File: config.mk
export PLATFORM = sky130hd
export DESIGN_NAME = cpu_addressing
export DESIGN_NICKNAME = d
export VERILOG_FILES = /design/src/core/addr_pkg.sv /design/src/core/cpu_addressing.sv /design/src/core/data_addr_map.sv
export SDC_FILE = /design/constraint.sdc
export NUM_CORES = 1
export LEC_CHECK = 0
export BUFFER_PORTS_ARGS = -buffer_cell sky130_fd_sc_hd__buf_2
export CAP_MARGIN = 5
export CORE_ASPECT_RATIO = 0.6
export CORE_MARGIN = 5
export CORE_UTILIZATION = 48
export DETAILED_ROUTE_END_ITERATION = 16
export PLACE_DENSITY = 0.77
export SLEW_MARGIN = 10
export SYNTH_ARGS = -nofsm -noshare
export SYNTH_HDL_FRONTEND = slang
export SYNTH_SLANG_ARGS = --single-unit
File: constraint.sdc
create_clock -name clk_sys_in -period 2.4 [get_ports clk_sys_in]
set_clock_uncertainty 0.1 [all_clocks]
set_input_delay 0.24 -clock clk_sys_in [delete_from_list [all_inputs] [get_ports clk_sys_in]]
set_output_delay 0.24 -clock clk_sys_in [all_outputs]
set_load 0.005 [all_outputs]
File: src/core/addr_pkg.sv
// Shared constants and types for the core memory addressing block
// Notes on behaviour
// - Program memory is byte addressed; instruction words start on even addresses.
// - Program counter steps by two per word; its bit zero always reads zero.
// - Absolute jump loads its word address into program counter bits 20 to 1.
// - Relative branch offset counts single words, so it is doubled before adding.
// - Second word of a two-word instruction has 1111 on top, 12 literal bits.
// - A 1111 word reached alone is a no-operation; after its first word it is data.
// - Data addresses are 12 bits: sixteen banks of 256 bytes, 4096 bytes in all.
// - Reads of unimplemented data locations return zero.
// - A 256-byte access window reaches low bank zero and top registers without banking.
// - With USB off the RAM is plain storage; with USB on it is shared with USB.
// - Banked address is bank selector on top and the 8-bit operand below.
// - Only bank selector bits 3 to 0 exist; upper bits read zero, ignore writes.
// - Bank literal load writes its literal straight into the bank selector.
// - Writes to unimplemented banks vanish, except to FE0h and FF9h; reads give zero.
// - Full address move uses two 12-bit addresses and ignores the bank selector.
// - Addresses F40h to F5Fh are outside the window; reach them through banking.
// - Banked write to F9h in bank 0Fh lands in the program counter low byte.
// - Window maps 00h-5Fh to bank 0 start and 60h-FFh to bank 15 top.
// - Access bit one uses bank selector plus operand; zero uses the window.
// - Operand is read in the second quarter, destination written in the fourth.
package addr_pkg;

    // ========================================================================
    // Widths and values
    // ========================================================================
    localparam int          PC_W           = 21;
    localparam int          DADDR_W        = 12;
    localparam int          BANK_W         = 4;
    localparam int          WORD_W         = 16;
    localparam int          OFFS_W         = 11;
    localparam logic [20:0] PC_RESET       = 21'h000000;
    localparam logic [20:0] PC_STEP        = 21'h000002;
    localparam logic [7:0]  BANK_SEL_RESET = 8'h00;
    localparam logic [7:0]  BANK_SEL_MASK  = 8'h0f;
    localparam logic [3:0]  TWO_WORD_TAG   = 4'hf;
    localparam logic [7:0]  ACCESS_SPLIT   = 8'h60;
    localparam logic [3:0]  ACCESS_LO_BANK = 4'h0;
    localparam logic [3:0]  ACCESS_HI_BANK = 4'hf;
    localparam logic [11:0] PCL_ADDR       = 12'hff9;
    localparam logic [11:0] BANK_SEL_ADDR  = 12'hfe0;
    localparam logic [3:0]  USB_BUF_BANK   = 4'h4;
    localparam logic [7:0]  PCL_ALIGN_MASK = 8'hfe;

    // ========================================================================
    // Types
    // ========================================================================
    typedef enum logic [1:0]
    {
        QTR_1 = 2'b00,
        QTR_2 = 2'b01,
        QTR_3 = 2'b10,
        QTR_4 = 2'b11
    } quarter_t;

    typedef enum logic [2:0]
    {
        CMD_NONE      = 3'b000,
        CMD_FILE      = 3'b001,
        CMD_JUMP      = 3'b010,
        CMD_BRANCH    = 3'b011,
        CMD_BANK_LOAD = 3'b100,
        CMD_MOVE      = 3'b101,
        CMD_TWO_WORD  = 3'b110
    } cmd_kind_t;

    typedef enum logic [1:0]
    {
        RD_RAM  = 2'b00,
        RD_ZERO = 2'b01,
        RD_BANK = 2'b10,
        RD_PCL  = 2'b11
    } rd_src_t;

    typedef struct packed
    {
        cmd_kind_t          kind;
        logic               access;
        logic               write_en;
        logic [OFFS_W-1:0]  offset;
    } cmd_t;

    typedef struct packed
    {
        logic               req;
        logic               we;
        logic [DADDR_W-1:0] addr;
        logic [7:0]         wdata;
    } usb_req_t;

    typedef struct packed
    {
        logic               re;
        logic               we;
        logic [DADDR_W-1:0] addr;
        logic [7:0]         wdata;
    } ram_port_t;

endpackage

File: src/core/cpu_addressing.sv
// Program counter, two-word handling and data memory addressing of the core
module cpu_addressing
    import addr_pkg::*;
#(
    parameter logic [15:0] BANK_MASK = 16'hffff
)
(
    input  wire logic               clk_sys_in,
    input  wire logic               nrst_in,
    input  wire logic [WORD_W-1:0]  instr_word_in,
    input  wire cmd_t               cmd_in,
    input  wire logic [7:0]         wr_data_in,
    input  wire logic [7:0]         ram_rdata_in,
    input  wire logic               usb_enable_in,
    input  wire usb_req_t           usb_req_in,
    output logic      [PC_W-1:0]    prog_addr_out,
    output logic      [WORD_W-1:0]  ir_out,
    output logic                    ir_valid_out,
    output logic                    exec_nop_out,
    output logic      [11:0]        literal_out,
    output logic                    literal_valid_out,
    output logic      [7:0]         operand_out,
    output logic      [7:0]         bank_selector_out,
    output logic      [PC_W-1:0]    pc_out,
    output quarter_t                quarter_out,
    output ram_port_t               ram_out,
    output logic                    usb_grant_out,
    output logic                    usb_done_out,
    output logic      [7:0]         usb_rdata_out
);

    // ========================================================================
    // Helpers
    // ========================================================================
    function automatic logic is_tag_word(input logic [WORD_W-1:0] w);
        is_tag_word = (w[15:12] == TWO_WORD_TAG);
    endfunction

    function automatic logic opens_two_word(input cmd_kind_t k);
        opens_two_word = (k == CMD_JUMP) || (k == CMD_MOVE) || (k == CMD_TWO_WORD);
    endfunction

    // ========================================================================
    // State
    // ========================================================================
    quarter_t           q_r,           q_nxt;
    logic [PC_W-1:0]    pc_r,          pc_nxt;
    logic [PC_W-1:0]    fetch_addr_r,  fetch_addr_nxt;
    logic [WORD_W-1:0]  ir_r,          ir_nxt;
    logic               ir_valid_r,    ir_valid_nxt;
    logic               exec_nop_r,    exec_nop_nxt;
    logic               lit_valid_r,   lit_valid_nxt;
    logic [7:0]         bank_r,        bank_nxt;
    logic               pend_r,        pend_nxt;
    cmd_kind_t          pend_kind_r,   pend_kind_nxt;
    logic [7:0]         pend_lo_r,     pend_lo_nxt;
    logic [7:0]         operand_r,     operand_nxt;
    rd_src_t            rd_src_r,      rd_src_nxt;
    logic               wr_pcl_r,      wr_pcl_nxt;
    logic               wr_bank_r,     wr_bank_nxt;
    ram_port_t          ram_r,         ram_nxt;
    logic               usb_slot_r,    usb_slot_nxt;
    logic               usb_done_r,    usb_done_nxt;
    logic [7:0]         usb_rdata_r,   usb_rdata_nxt;

    logic               exec_act;
    logic               first_exec;
    logic               second_exec;
    logic               use_full;
    logic [DADDR_W-1:0] map_addr;
    logic               map_impl;
    logic [PC_W-1:0]    branch_step;
    logic               pc_loaded;

    // ========================================================================
    // Data address forming
    // ========================================================================
    assign exec_act    = ir_valid_r && !exec_nop_r;
    assign first_exec  = exec_act && !pend_r;
    assign second_exec = exec_act && pend_r && lit_valid_r;
    // Move source from the first word, destination from the second word
    assign use_full    = (first_exec && (cmd_in.kind == CMD_MOVE))
                      || (second_exec && (pend_kind_r == CMD_MOVE));

    data_addr_map #(
        .BANK_MASK       (BANK_MASK)
    ) u_map (
        .bank_in         (bank_r),
        .operand_in      (ir_r[7:0]),
        .access_in       (cmd_in.access),
        .use_full_in     (use_full),
        .full_addr_in    (ir_r[11:0]),
        .addr_out        (map_addr),
        .implemented_out (map_impl)
    );

    // Offset counts words, so it is sign extended and doubled
    assign branch_step = PC_W'({{(PC_W-OFFS_W){cmd_in.offset[OFFS_W-1]}},
                                cmd_in.offset} << 1);

    // ========================================================================
    // Next state
    // ========================================================================
    always_comb
    begin
        q_nxt          = quarter_t'(q_r + 2'b01);
        pc_nxt         = pc_r;
        fetch_addr_nxt = fetch_addr_r;
        ir_nxt         = ir_r;
        ir_valid_nxt   = ir_valid_r;
        exec_nop_nxt   = exec_nop_r;
        lit_valid_nxt  = lit_valid_r;
        bank_nxt       = bank_r;
        pend_nxt       = pend_r;
        pend_kind_nxt  = pend_kind_r;
        pend_lo_nxt    = pend_lo_r;
        operand_nxt    = operand_r;
        rd_src_nxt     = rd_src_r;
        wr_pcl_nxt     = 1'b0;
        wr_bank_nxt    = 1'b0;
        ram_nxt        = '0;
        usb_slot_nxt   = 1'b0;
        usb_done_nxt   = 1'b0;
        usb_rdata_nxt  = usb_rdata_r;
        pc_loaded      = 1'b0;

        // USB takes the free first and third quarters, only while enabled
        if (((q_r == QTR_4) || (q_r == QTR_2)) && usb_enable_in && usb_req_in.req)
        begin
            ram_nxt.re    = !usb_req_in.we;
            ram_nxt.we    = usb_req_in.we;
            ram_nxt.addr  = usb_req_in.addr;
            ram_nxt.wdata = usb_req_in.wdata;
            usb_slot_nxt  = 1'b1;
        end
        if (usb_slot_r)
        begin
            usb_rdata_nxt = ram_rdata_in;
            usb_done_nxt  = 1'b1;
        end

        case (q_r)
            QTR_1:
            begin
                fetch_addr_nxt = pc_r;
                pc_nxt         = pc_r + PC_STEP;
                // Set up the operand read for the second quarter
                if (first_exec && ((cmd_in.kind == CMD_FILE) || (cmd_in.kind == CMD_MOVE)))
                begin
                    if (!map_impl)
                    begin
                        rd_src_nxt = RD_ZERO;
                    end
                    else if (map_addr == BANK_SEL_ADDR)
                    begin
                        rd_src_nxt = RD_BANK;
                    end
                    else if (map_addr == PCL_ADDR)
                    begin
                        rd_src_nxt = RD_PCL;
                    end
                    else
                    begin
                        rd_src_nxt  = RD_RAM;
                        ram_nxt.re  = 1'b1;
                        ram_nxt.addr = map_addr;
                    end
                end
                else
                begin
                    rd_src_nxt = RD_ZERO;
                end
            end
            QTR_2:
            begin
                case (rd_src_r)
                    RD_RAM:  operand_nxt = ram_rdata_in;
                    RD_BANK: operand_nxt = bank_r & BANK_SEL_MASK;
                    RD_PCL:  operand_nxt = pc_r[7:0];
                    default: operand_nxt = (second_exec && (pend_kind_r == CMD_MOVE))
                                         ? operand_r : 8'h00;
                endcase
            end
            QTR_3:
            begin
                // Set up the destination write for the fourth quarter
                if ((first_exec && (cmd_in.kind == CMD_FILE) && cmd_in.write_en)
                    || (second_exec && (pend_kind_r == CMD_MOVE)))
                begin
                    if (map_addr == PCL_ADDR)
                    begin
                        wr_pcl_nxt = 1'b1;
                    end
                    else if (map_addr == BANK_SEL_ADDR)
                    begin
                        wr_bank_nxt = 1'b1;
                    end
                    else if (map_impl)
                    begin
                        ram_nxt.we    = 1'b1;
                        ram_nxt.addr  = map_addr;
                        ram_nxt.wdata = use_full ? operand_r : wr_data_in;
                    end
                end
                if (wr_pcl_nxt || wr_bank_nxt)
                begin
                    ram_nxt.wdata = use_full ? operand_r : wr_data_in;
                end
            end
            default:
            begin
                // Fourth quarter: execute side effects and latch the fetch
                if (wr_pcl_r)
                begin
                    pc_nxt[7:0] = ram_r.wdata & PCL_ALIGN_MASK;
                    pc_loaded   = 1'b1;
                end
                if (wr_bank_r)
                begin
                    bank_nxt = ram_r.wdata & BANK_SEL_MASK;
                end
                if (first_exec && (cmd_in.kind == CMD_BANK_LOAD))
                begin
                    bank_nxt = ir_r[7:0] & BANK_SEL_MASK;
                end
                if (first_exec && (cmd_in.kind == CMD_BRANCH))
                begin
                    pc_nxt    = fetch_addr_r + branch_step;
                    pc_loaded = 1'b1;
                end
                if (second_exec && (pend_kind_r == CMD_JUMP))
                begin
                    pc_nxt    = {ir_r[11:0], pend_lo_r, 1'b0};
                    pc_loaded = 1'b1;
                end
                if (first_exec && opens_two_word(cmd_in.kind))
                begin
                    pend_nxt      = 1'b1;
                    pend_kind_nxt = cmd_in.kind;
                    pend_lo_nxt   = ir_r[7:0];
                end
                else
                begin
                    pend_nxt = 1'b0;
                end
                // Word fetched behind a program counter load is flushed
                ir_nxt        = instr_word_in;
                ir_valid_nxt  = !pc_loaded;
                exec_nop_nxt  = is_tag_word(instr_word_in) && !pend_nxt;
                lit_valid_nxt = is_tag_word(instr_word_in) && pend_nxt;
            end
        endcase
        pc_nxt[0] = 1'b0;
    end

    // ========================================================================
    // Registers
    // ========================================================================
    always_ff @(posedge clk_sys_in or negedge nrst_in)
    begin
        if (!nrst_in)
        begin
            q_r          <= QTR_1;
            pc_r         <= PC_RESET;
            fetch_addr_r <= PC_RESET;
            ir_r         <= '0;
            ir_valid_r   <= 1'b0;
            exec_nop_r   <= 1'b0;
            lit_valid_r  <= 1'b0;
            bank_r       <= BANK_SEL_RESET;
            pend_r       <= 1'b0;
            pend_kind_r  <= CMD_NONE;
            pend_lo_r    <= 8'h00;
            operand_r    <= 8'h00;
            rd_src_r     <= RD_ZERO;
            wr_pcl_r     <= 1'b0;
            wr_bank_r    <= 1'b0;
            ram_r        <= '0;
            usb_slot_r   <= 1'b0;
            usb_done_r   <= 1'b0;
            usb_rdata_r  <= 8'h00;
        end
        else
        begin
            q_r          <= q_nxt;
            pc_r         <= pc_nxt;
            fetch_addr_r <= fetch_addr_nxt;
            ir_r         <= ir_nxt;
            ir_valid_r   <= ir_valid_nxt;
            exec_nop_r   <= exec_nop_nxt;
            lit_valid_r  <= lit_valid_nxt;
            bank_r       <= bank_nxt;
            pend_r       <= pend_nxt;
            pend_kind_r  <= pend_kind_nxt;
            pend_lo_r    <= pend_lo_nxt;
            operand_r    <= operand_nxt;
            rd_src_r     <= rd_src_nxt;
            wr_pcl_r     <= wr_pcl_nxt;
            wr_bank_r    <= wr_bank_nxt;
            ram_r        <= ram_nxt;
            usb_slot_r   <= usb_slot_nxt;
            usb_done_r   <= usb_done_nxt;
            usb_rdata_r  <= usb_rdata_nxt;
        end
    end

    // ========================================================================
    // Outputs
    // ========================================================================
    assign prog_addr_out     = fetch_addr_r;
    assign ir_out            = ir_r;
    assign ir_valid_out      = ir_valid_r;
    assign exec_nop_out      = exec_nop_r;
    assign literal_out       = ir_r[11:0];
    assign literal_valid_out = lit_valid_r;
    assign operand_out       = operand_r;
    assign bank_selector_out = bank_r;
    assign pc_out            = pc_r;
    assign quarter_out       = q_r;
    assign ram_out           = ram_r;
    assign usb_grant_out     = usb_slot_r;
    assign usb_done_out      = usb_done_r;
    assign usb_rdata_out     = usb_rdata_r;

endmodule

File: src/core/data_addr_map.sv
// Data address former: banked, access window and full address paths
module data_addr_map
    import addr_pkg::*;
#(
    parameter logic [15:0] BANK_MASK = 16'hffff
)
(
    input  wire logic [7:0]         bank_in,
    input  wire logic [7:0]         operand_in,
    input  wire logic               access_in,
    input  wire logic               use_full_in,
    input  wire logic [DADDR_W-1:0] full_addr_in,
    output logic      [DADDR_W-1:0] addr_out,
    output logic                    implemented_out
);

    always_comb
    begin
        if (use_full_in)
        begin
            addr_out = full_addr_in;
        end
        else if (access_in)
        begin
            addr_out = {bank_in[BANK_W-1:0], operand_in};
        end
        else if (operand_in < ACCESS_SPLIT)
        begin
            addr_out = {ACCESS_LO_BANK, operand_in};
        end
        else
        begin
            // Top window starts at F60h, so F40h-F5Fh is never reached here
            addr_out = {ACCESS_HI_BANK, operand_in};
        end
        implemented_out = BANK_MASK[addr_out[DADDR_W-1:8]];
    end

endmodule

==> metrics, run 1 <==
run status=finished clean; final core utilization=0.694; area share of the largest cell type after synthesis=0.416; initial core utilization=0.494; number of buffer and inverter stages on the critical path=1; TritonCTS clock tree=yes; 1st-iter DRT viols=721; relative contribution of the clock network to total power=0.327; minimum period implied by the final worst setup slack=2.38 ns; unrepaired setup endpoints after global routing=yes; Achievable Freq=0.421 GHz; average wire per standard cell=21.1 um; crit-path leading delay family=compound AO/OA/AOI/OAI gates; signed area change from the synthesized netlist to the final layout=40.5%; CTS buffer count=17; final global-route overflow total=0; setup slack of the most critical reg-to-reg path=0.02 ns; switching power as a share of total power=0.344; DRC violation count after routing=0; number of library cell types mapped by synthesis=72; level count of the clock H-tree=4; top-level I/O count=196; sequential cell fraction of total power=0.317; top post-synthesis cells by area=dfrtp_1 42%, mux2_2 8.6%, ha_1 4.3%; most common flop cell mapped by yosys=dfrtp_1; netlist area before placement=7230 um^2; library cell with the highest instance count after synthesis=dfrtp_1; Worst path depth=9; element type at the critical path end=flip-flop; vias after detailed routing=7430; number of failing hold endpoints at the final stage=0; critical setup path kind=reg2reg; Hold Path Class=in2reg; clock latency on the worst-skew pair=0.41 ns; die area=17700 um^2; internal power component=5800 uW; stage delay of the slowest cell on the critical path=0.36 ns; maximum number of pins on one net before global-route repair=43; Core ar.=14600 um^2; # port buffers=189; list of cells traversed by the critical path=ha_2 -> inv_2 -> fa_2 -> nand2b_4 -> o2bb2ai_4 -> a21o_4 -> o311ai_4 -> mux2_4 -> a21oi_2; total wire length after detailed routing=25900 um; Post-Syn Instances=729; combinational cell fraction of total power=0.356; final HPWL from detailed placement=18400 um; vertical die dimension=105 um; standard-cell row count=34; number of antenna violations at the first check in global routing=0; wire length of the first global-routing pass=40500 um; Post-synth ARST share=1.00; fraction of the yosys area taken by sequential cells=0.419; leakage power=0.00488 uW; r2r endpoint=pc_out[17]; Worst Min Path Start=usb_req_in[2]; Total Routing Usage GR=0.286; mean instance size in the synthesized netlist=9.91 um^2; worst supply voltage drop on vdd=0.670 mV; number of flops mapped to enable cells by yosys=0; library cell used as clock root buffer=clkbuf_16; die span in x=168 um; slowest stage cell on the critical path=dfrtp_1; non-filler instance count after layout=1228; highest fanout seen on the critical path=4; DR vias/cell=6.05; Setup-failing EPs final=0; number of filler cells placed in the layout=1105; final antenna-violating net count=0; clock tree buffer depth=2; antenna diode instance count=0; Synth Warn #=0; sink count of the clock tree=121; DP Cell Count=1144; Worst Tran Pin Value=0.657 ns; Register-to-Register Path Depth=9; RR Startpoint=prog_addr_out[1]; routability cong.=0.940; total number of nets in the final design=1116; synthesis-stage register bit count=121; kind of start point of the critical path=flip-flop; number of pins exceeding their max-slew limit in the final report=0; clock input transition at the sequential cells of the worst setup and hold paths=0.06 ns; hold_ws=0.00706 ns; sink of the worst hold path=ram_out[2]; number of global-route vias before repair=7295; Worst EP arrival=2.61 ns; Worst Path Required=2.63 ns; final cycle utilization of the critical path=0.990; Commonest cells post-synth=120 x dfrtp_1, 55 x mux2_2, 45 x nand2_1; # Max-Cap Violations=0; Cells on Worst Hold Path=3; switching power of the nets=3040 uW; biggest area consumer among synthesized cells=dfrtp_1; layout cells sized above 1=0.401; Relative slew margins=0.561; Power Density=871 nW/um^2; number of optimization iterations in the first detailed-route pass=5
[sequential cells by signal, indices dropped and copies added (netlist names)]
| register | count |
|---|---|
| ram_out | 22 |
| pc_out | 20 |
| prog_addr_out | 20 |
| ir_out | 16 |
| operand_out | 8 |
| pend_lo_r | 8 |
| usb_rdata_out | 8 |
| bank_selector_out | 4 |
| pend_kind_r | 3 |
| quarter_out | 2 |
| rd_src_r | 2 |
| exec_nop_out | 1 |
| ir_valid_out | 1 |
| literal_valid_out | 1 |
| pend_r | 1 |
| usb_done_out | 1 |
| usb_grant_out | 1 |
| wr_bank_r | 1 |
| wr_pcl_r | 1 |
[metrics by stage]
stage	setup WS (ns)	setup TNS (ns)	area, um^2	power (uW)
final	0.0229	0	10200	8840
after global routing	-0.0477	-0.177	10200	9280
after CTS	0.0106	0	9940	8610
after detailed placement	-0.120	-0.134	8790	5560
after global placement	-0.0589	-0.0589	8790	5490
after floorplan	0.00550	0	7250	4260
[worst min-delay path, stage by stage]
cell,delay (ns)
buf_2,0.08
nand3_1,0.06
o21ai_0,0.10
[layout make-up]
cell class / instances / area (um^2) / share of cell area
sequential: 121 / 3030 / 0.298
timing repair buffer: 318 / 2070 / 0.204
inverter: 28 / 109 / 0.0107
multi-input combinational: 531 / 4030 / 0.397
tap: 198 / 248 / 0.0244
clock buffer: 19 / 443 / 0.0436
clock inverter: 13 / 219 / 0.0216
[power by group through the flow]
stage	sequential, uW	clock, uW	combinational (uW)
after floorplan	2780	0	1470
after global placement	2790	0	2690
after detailed placement	2820	0	2750
after CTS	2790	2910	2910
after global routing	2850	3010	3410
final	2800	2890	3150
[cells by family after synthesis]
kind of cell	after synthesis	synth area share
buf+inv	82	0.0552
simple gates	195	0.138
mux	80	0.122
flops	121	0.419
xor+xnor	6	0.00727
fa+ha+maj	26	0.0461
compound gates	218	0.212
other cells	1	0.000519
[layout by cell type, fill, tap and decap left out, drive strengths merged, types with 15 or more instances in the layout]
cell | Yosys | layout
mux2i | 23 | 23
nand2 | 45 | 45
nor3 | 16 | 16
nor2 | 43 | 43
a211oi | 15 | 15
o21ai | 45 | 45
clkbuf | 23 | 19
nand3 | 27 | 27
buf | 31 | 278
ha | 25 | 25
a21oi | 41 | 41
dlygate4sd3 | 0 | 40
and3 | 17 | 17
dfrtp | 120 | 120
inv | 27 | 28
a21o | 20 | 20
mux2 | 57 | 57
[worst max-delay path by stage]
stage / from / to / slack [ns]
after floorplan: prog_addr_out[1] / pc_out[17] / 0.006
after global placement: cmd_in[0] / pc_out[17] / -0.06
after detailed placement: prog_addr_out[1] / pc_out[17] / -0.12
after CTS: prog_addr_out[8] / pc_out[19] / 0.01
after global routing: exec_nop_out / pc_out[16] / -0.05
final: prog_addr_out[1] / pc_out[17] / 0.02
[what timing repair did]
action	4_1_cts	5_1_grt
setup endpoints to repair	4	25
gates resized for setup	12	37
setup buffers	3	8
hold endpoints to repair	78	0
cloned	0	1
pin swaps	2	10
hold buffers	40	0
[metal layers]
layer | part of all wire | GRT usage | vias to the layer above | wire, um
li1 | - | - | 3311 | -
met1 | 0.43 | 0.413 | 3607 | 11300
met3 | 0.12 | 0.0906 | 43 | 3170
met2 | 0.43 | 0.424 | 469 | 11200
met5 | 0 | 0 | - | 0
met4 | 0.014 | 0.0631 | 0 | 354
Note: power is estimated with default switching activity, not from simulation.
==> run 2, diff against run 1 <==
Settings changed: PLACE_DENSITY 0.77 to unset, PLACE_DENSITY_LB_ADDON set to 0.12.
==> run 2 against run 1 <==
Final area fell by 0.79%. Critical path depth fell by 1. First-iteration DRC count fell by 12%. Largest cell class unchanged. Highest routed layer unchanged. Largest power group unchanged. Hold slack improved by 0.0046 ns. Clock power fell by 16%. Global-route usage rose by 0.56 points. Cell count fell by 0.16%. Via count fell by 1.3%. Sequential share of layout area rose by 0.24 points. Combinational power barely moved. Sequential cell count did not move.
==> metrics, run 2 (synthesis results as in run 1) <==
non-filler instance count after layout=1226 (was 1228); critical setup path kind=reg2reg (unchanged); Hold Path Class=in2reg (unchanged); number of buffer and inverter stages on the critical path=3 (was 1); vias after detailed routing=7334 (was 7430); initial core utilization=0.494 (unchanged); minimum period implied by the final worst setup slack=2.37 ns (was 2.38 ns); stage delay of the slowest cell on the critical path=0.42 ns (was 0.36 ns); worst supply voltage drop on vdd=0.681 mV (was 0.670 mV); wire length of the first global-routing pass=40900 um (was 40500 um); kind of start point of the critical path=flip-flop (unchanged); list of cells traversed by the critical path=nor3b_2 -> and3_2 -> buf_4 -> o41ai_2 -> buf_4 -> buf_4 -> a2111oi_2 -> a221oi_1 (was ha_2 -> inv_2 -> fa_2 -> nand2b_4 -> o2bb2ai_4 -> a21o_4 -> o311ai_4 -> mux2_4 -> a21oi_2); # Max-Cap Violations=0 (unchanged); Worst Tran Pin Value=0.616 ns (was 0.657 ns); Placement Cell Area=8750 um^2 (was 8790 um^2); number of filler cells placed in the layout=1157 (was 1105); clock latency on the worst-skew pair=0.42 ns (was 0.41 ns); routability cong.=0.867 (was 0.940); antenna diode instance count=0 (unchanged); Relative slew margins=0.588 (was 0.561); Worst EP arrival=2.54 ns (was 2.61 ns); Power Density=837 nW/um^2 (was 871 nW/um^2); # port buffers=189 (unchanged); CTS buffer count=17 (unchanged); Total Routing Usage GR=0.292 (was 0.286); vertical die dimension=105 um (unchanged); most frequent standard cell in the layout excluding fill and tap cells=buf_2 (unchanged); Worst path depth=8 (was 9); final antenna-violating net count=0 (unchanged); Total Power Consumption=8430 uW (was 8840 uW); most frequent cells in the layout=188 x buf_2, 120 x dfrtp_1, 83 x buf_4 (was 189 x buf_2, 120 x dfrtp_1, 83 x buf_4); slowest stage cell on the critical path=dfrtp_1 (unchanged); number of antenna violations at the first check in global routing=0 (unchanged); final cycle utilization of the critical path=0.988 (was 0.990); Setup-failing EPs final=0 (unchanged); final global-route overflow total=0 (unchanged); Design Area, Final=10100 um^2 (was 10200 um^2); number of optimization iterations in the first detailed-route pass=7 (was 5); average wire per standard cell=21.4 um (was 21.1 um); most used cell, CP=buf_4; standard-cell row count=34 (unchanged); leakage power=0.00481 uW (was 0.00488 uW); library cell used as clock root buffer=clkbuf_16 (unchanged); Worst Path Required=2.57 ns (was 2.63 ns); number of global-route vias before repair=7258 (was 7295); signed area change from the synthesized netlist to the final layout=39.4% (was 40.5%); total number of nets in the final design=1114 (was 1116); die area=17700 um^2 (unchanged); Achievable Freq=0.422 GHz (was 0.421 GHz); final core utilization=0.688 (was 0.694); Register-to-Register Path Depth=8 (was 9); element type at the critical path end=flip-flop (unchanged); unrepaired setup endpoints after global routing=yes (unchanged); layout cells sized above 1=0.401 (about the same); Core ar.=14600 um^2 (unchanged); level count of the clock H-tree=4 (unchanged); die span in x=168 um (unchanged); final HPWL from detailed placement=19200 um (was 18400 um); 1st-iter DRT viols=632 (was 721); Sequential cell area=3030 um^2 (unchanged); run status=finished clean (unchanged); clock input transition at the sequential cells of the worst setup and hold paths=0.06 ns (about the same); sink count of the clock tree=121 (unchanged); TritonCTS clock tree=yes (unchanged); maximum number of pins on one net before global-route repair=44 (was 43); DP Cell Count=1140 (was 1144); clock tree buffer depth=2 (unchanged); area of the multi-input gates=4090 um^2 (was 4030 um^2); highest fanout seen on the critical path=8 (was 4); DRC violation count after routing=0 (unchanged); Cells on Worst Hold Path=2 (was 3); number of failing hold endpoints at the final stage=0 (unchanged); Largest register FFs=22 (unchanged); top-level I/O count=196 (unchanged); DR vias/cell=5.98 (was 6.05); setup TNS=0 ns (unchanged); total wire length after detailed routing=26200 um (was 25900 um); number of pins exceeding their max-slew limit in the final report=0 (unchanged); crit-path leading delay family=simple AND/OR/NAND/NOR gates (was compound AO/OA/AOI/OAI gates)
==> run 2: changes by cell type in the layout (fill, tap and decap cells not counted), moves of 2 or more <==
cell / delta
bufinv_16: -5
ha_4: +4
ha_1: -3
inv_6: +2
o21ai_2: +2
clkbuf_8: +2
o21ai_1: -2
==> run 2: layout make-up <==
class | count | share of cell area
Multi-Input combinational cell | 531 | 0.406
Timing Repair Buffer | 316 | 0.203
Sequential cell | 121 | 0.301
Clock inverter | 10 | 0.00845
Clock buffer | 22 | 0.0471
Tap cell | 198 | 0.0246
Inverter | 28 | 0.0104
==> run 2: what timing repair did <==
| action | in CTS | in global routing |
|---|---|---|
| endpoints found under the setup margin | 4 | 28 |
| resized for setup | 17 | 37 |
| hold buffers | 41 | 0 |
| endpoints found under the hold margin | 79 | 0 |
| pin swaps | 1 | 10 |
| cloned | 0 | 0 |
| setup buffers | 0 | 14 |
==> run 2: worst paths after layout <==
path | start | endpoint | slack (ns)
setup / recovery | pend_r | pc_out[6] | 0.03
hold / removal | ram_rdata_in[3] | usb_rdata_out[3] | 0.01
setup reg to reg | pend_r | pc_out[6] | 0.03
hold reg to reg | ir_out[14] | ir_out[14] | 0.40
max in group asynchronous | nrst_in | prog_addr_out[11] | 1.22
min in group asynchronous | nrst_in | usb_rdata_out[0] | 0.26
==> run 2: per-layer routing <==
metal | GRT usage | part of all wire | up-vias
li1 | - | - | 3303
met3 | 0.0796 | 0.11 | 28
met4 | 0.0562 | 0.0095 | 0
met1 | 0.439 | 0.46 | 3616
met5 | 0 | 0 | -
met2 | 0.425 | 0.42 | 387
==> run 2: metrics by stage <==
stage | hold slack (ns) | setup slack (ns)
3_5_place_dp | 0.170 | -0.182
4_1_cts | 0.00509 | 0.00226
2_1_floorplan | -0.156 | 0.00550
6_report | 0.0117 | 0.0280
3_3_place_gp | 0.156 | -0.0556
5_1_grt | 0.00387 | -0.0296
==> run 2: worst reg2reg max path: cells and delay by family (launching register included) <==
family          cells  cell delay [ns]
simple gates        2             0.70
buf+inv             3             0.56
compound gates      3             0.46
flops               1             0.42
==> run 2: power breakdown <==
group          total (uW)  internal, uW  switching, uW
logic                3180          1530           1650
clock network        2420          1420           1000
registers            2820          2410            417
==> run 3, diff against run 2 <==
--- a/constraint.sdc
+++ b/constraint.sdc
@@ -3,3 +3,3 @@
 set_input_delay 0.24 -clock clk_sys_in [delete_from_list [all_inputs] [get_ports clk_sys_in]]
 set_output_delay 0.24 -clock clk_sys_in [all_outputs]
-set_load 0.005 [all_outputs]
+set_load 0.05 [all_outputs]
==> run 3 against run 2 <==
Clock-buffer cell count down 5. Setup slack worse by 0.0088 ns. Final area up 0.84%. Clock power up 8%. Via count up 1.1%. Critical endpoint is now ram_out[17].
==> metrics, run 3 (synthesis results as in run 1) <==
run status=finished clean (unchanged); number of antenna violations at the first check in global routing=0 (unchanged); gr busiest metal=met1 (unchanged); kind of start point of the critical path=flip-flop (unchanged); global-route track usage on met1=0.445 (was 0.439); vertical die dimension=105 um (unchanged); number of failing hold endpoints at the final stage=0 (unchanged); maximum number of pins on one net before global-route repair=44 (unchanged); critical setup path kind=reg2reg (unchanged); # port buffers=189 (unchanged); Power Density=963 nW/um^2 (was 837 nW/um^2); final cycle utilization of the critical path=0.992 (was 0.988); die area=17700 um^2 (unchanged); combinational cell fraction of total power=0.447 (was 0.378); Setup-failing EPs final=0 (unchanged); number of global-route vias before repair=7446 (was 7258); switching power as a share of total power=0.437 (was 0.364); total wire length after detailed routing=26700 um (was 26200 um); Worst Tran Pin Value=0.634 ns (was 0.616 ns); leakage power=0.00484 uW (was 0.00481 uW); Achievable Freq=0.420 GHz (was 0.422 GHz); sequential cell fraction of total power=0.287 (was 0.335); level count of the clock H-tree=4 (unchanged); most frequent standard cell in the layout excluding fill and tap cells=buf_2 (unchanged); CTS buffer count=17 (unchanged); setup slack of the most critical reg-to-reg path=0.02 ns (was 0.03 ns); total number of nets in the final design=1118 (was 1114); clock latency on the worst-skew pair=0.42 ns (about the same); global-route track usage on met2=0.443 (was 0.425); initial core utilization=0.494 (unchanged); Register-to-Register Path Depth=7 (was 8); Cells on Worst Hold Path=3 (was 2); Hold Path Class=in2reg (unchanged); final antenna-violating net count=0 (unchanged); DRC violation count after routing=0 (unchanged); sink count of the clock tree=121 (unchanged); final global-route overflow total=0 (unchanged); Core ar.=14600 um^2 (unchanged); final core utilization=0.694 (was 0.688); internal power component=5510 uW (was 5360 uW); Relative slew margins=0.576 (was 0.588); Worst EP arrival=2.58 ns (was 2.54 ns); met3 Resource Use GR=0.0664 (was 0.0796); DP Cell Count=1145 (was 1140); antenna diode instance count=0 (unchanged); non-filler instance count after layout=1230 (was 1226); number of optimization iterations in the first detailed-route pass=5 (was 7); Largest register FFs=22 (unchanged); 1st-iter DRT viols=719 (was 632); relative contribution of the clock network to total power=0.267 (was 0.287); top-level I/O count=196 (unchanged); worst supply voltage drop on vdd=0.980 mV (was 0.681 mV); Total Routing Usage GR=0.298 (was 0.292); # Max-Cap Violations=0 (unchanged); most frequent cells in the layout=188 x buf_2, 108 x dfrtp_1, 87 x buf_4 (was 188 x buf_2, 120 x dfrtp_1, 83 x buf_4); Worst Path Required=2.60 ns (was 2.57 ns); die span in x=168 um (unchanged); wire length of the first global-routing pass=41800 um (was 40900 um); standard-cell row count=34 (unchanged); final HPWL from detailed placement=19700 um (was 19200 um); library cell used as clock root buffer=clkbuf_16 (unchanged); number of pins exceeding their max-slew limit in the final report=0 (unchanged); routability cong.=0.886 (was 0.867); element type at the critical path end=flip-flop (unchanged); vias after detailed routing=7415 (was 7334); DR vias/cell=6.03 (was 5.98); switching power of the nets=4270 uW (was 3070 uW); minimum period implied by the final worst setup slack=2.38 ns (was 2.37 ns); highest fanout seen on the critical path=6 (was 8); average wire per standard cell=21.7 um (was 21.4 um); clock input transition at the sequential cells of the worst setup and hold paths=0.06 ns (about the same); signed area change from the synthesized netlist to the final layout=40.5% (was 39.4%); layout cells sized above 1=0.411 (was 0.401); TritonCTS clock tree=yes (unchanged); clock tree buffer depth=2 (unchanged)
-- run 3: area by class of cell --
class | instances | area [um^2]
Multi-Input combinational cell | 531 | 4080
Inverter | 28 | 105
Clock inverter | 15 | 168
Tap cell | 198 | 248
Fill cell | 1122 | 4480
Sequential cell | 121 | 3040
Clock buffer | 17 | 425
Timing Repair Buffer | 320 | 2080
-- run 3: final timing paths --
kind                                start                 to
max                                pend_r        ram_out[17]
min                         usb_req_in[4]         ram_out[4]
max reg2reg                        pend_r        ram_out[17]
min reg2reg                quarter_out[0]     quarter_out[0]
max in group asynchronous         nrst_in  prog_addr_out[14]
min in group asynchronous         nrst_in         ram_out[1]
-- run 3: metal layers --
layer | wire, um | part of all wire
met1 | 12400 | 0.47
met4 | 330 | 0.012
met3 | 2560 | 0.096
met5 | 0 | 0
met2 | 11400 | 0.43
-- run 3: repair_timing --
item	CTS	global route
setup endpoints to repair	10	24
cloned	0	0
pin swaps	1	11
endpoints found under the hold margin	76	0
buffers inserted	1	11
hold buffers	41	0
resized for setup	12	27
-- run 3: per-stage QoR --
stage / cell area, um^2 / setup WS (ns) / setup TNS, ns / hold WS, ns / total power [uW]
after floorplan: 7310 / -0.0983 / -0.0983 / -0.156 / 5460
after global placement: 8860 / 0.000678 / 0 / 0.168 / 6830
after detailed placement: 8860 / -0.0905 / -0.253 / 0.181 / 6900
after CTS: 9930 / -0.000484 / -0.000484 / 0.00000905 / 9610
after global routing: 10200 / -0.0144 / -0.0275 / 0.0242 / 10200
final: 10200 / 0.0193 / 0 / 0.0170 / 9780
-- run 3: worst max-delay path, stage by stage, from the launching register on --
cell     delay [ns]
dfrtp_1        0.43
and4b_2        0.28
and4b_1        0.22
buf_4          0.17
nor2_4         0.15
mux2_2         0.37
a211o_1        0.28
a32o_1         0.26
-- run 3: power groups by stage --
stage	clock network (uW)	logic (uW)	registers, uW
detailed placement	0	4080	2820
floorplan	0	1560	3900
global placement	0	4040	2790
CTS	2630	4200	2780
finish	2610	4370	2800
global route	2730	4640	2860
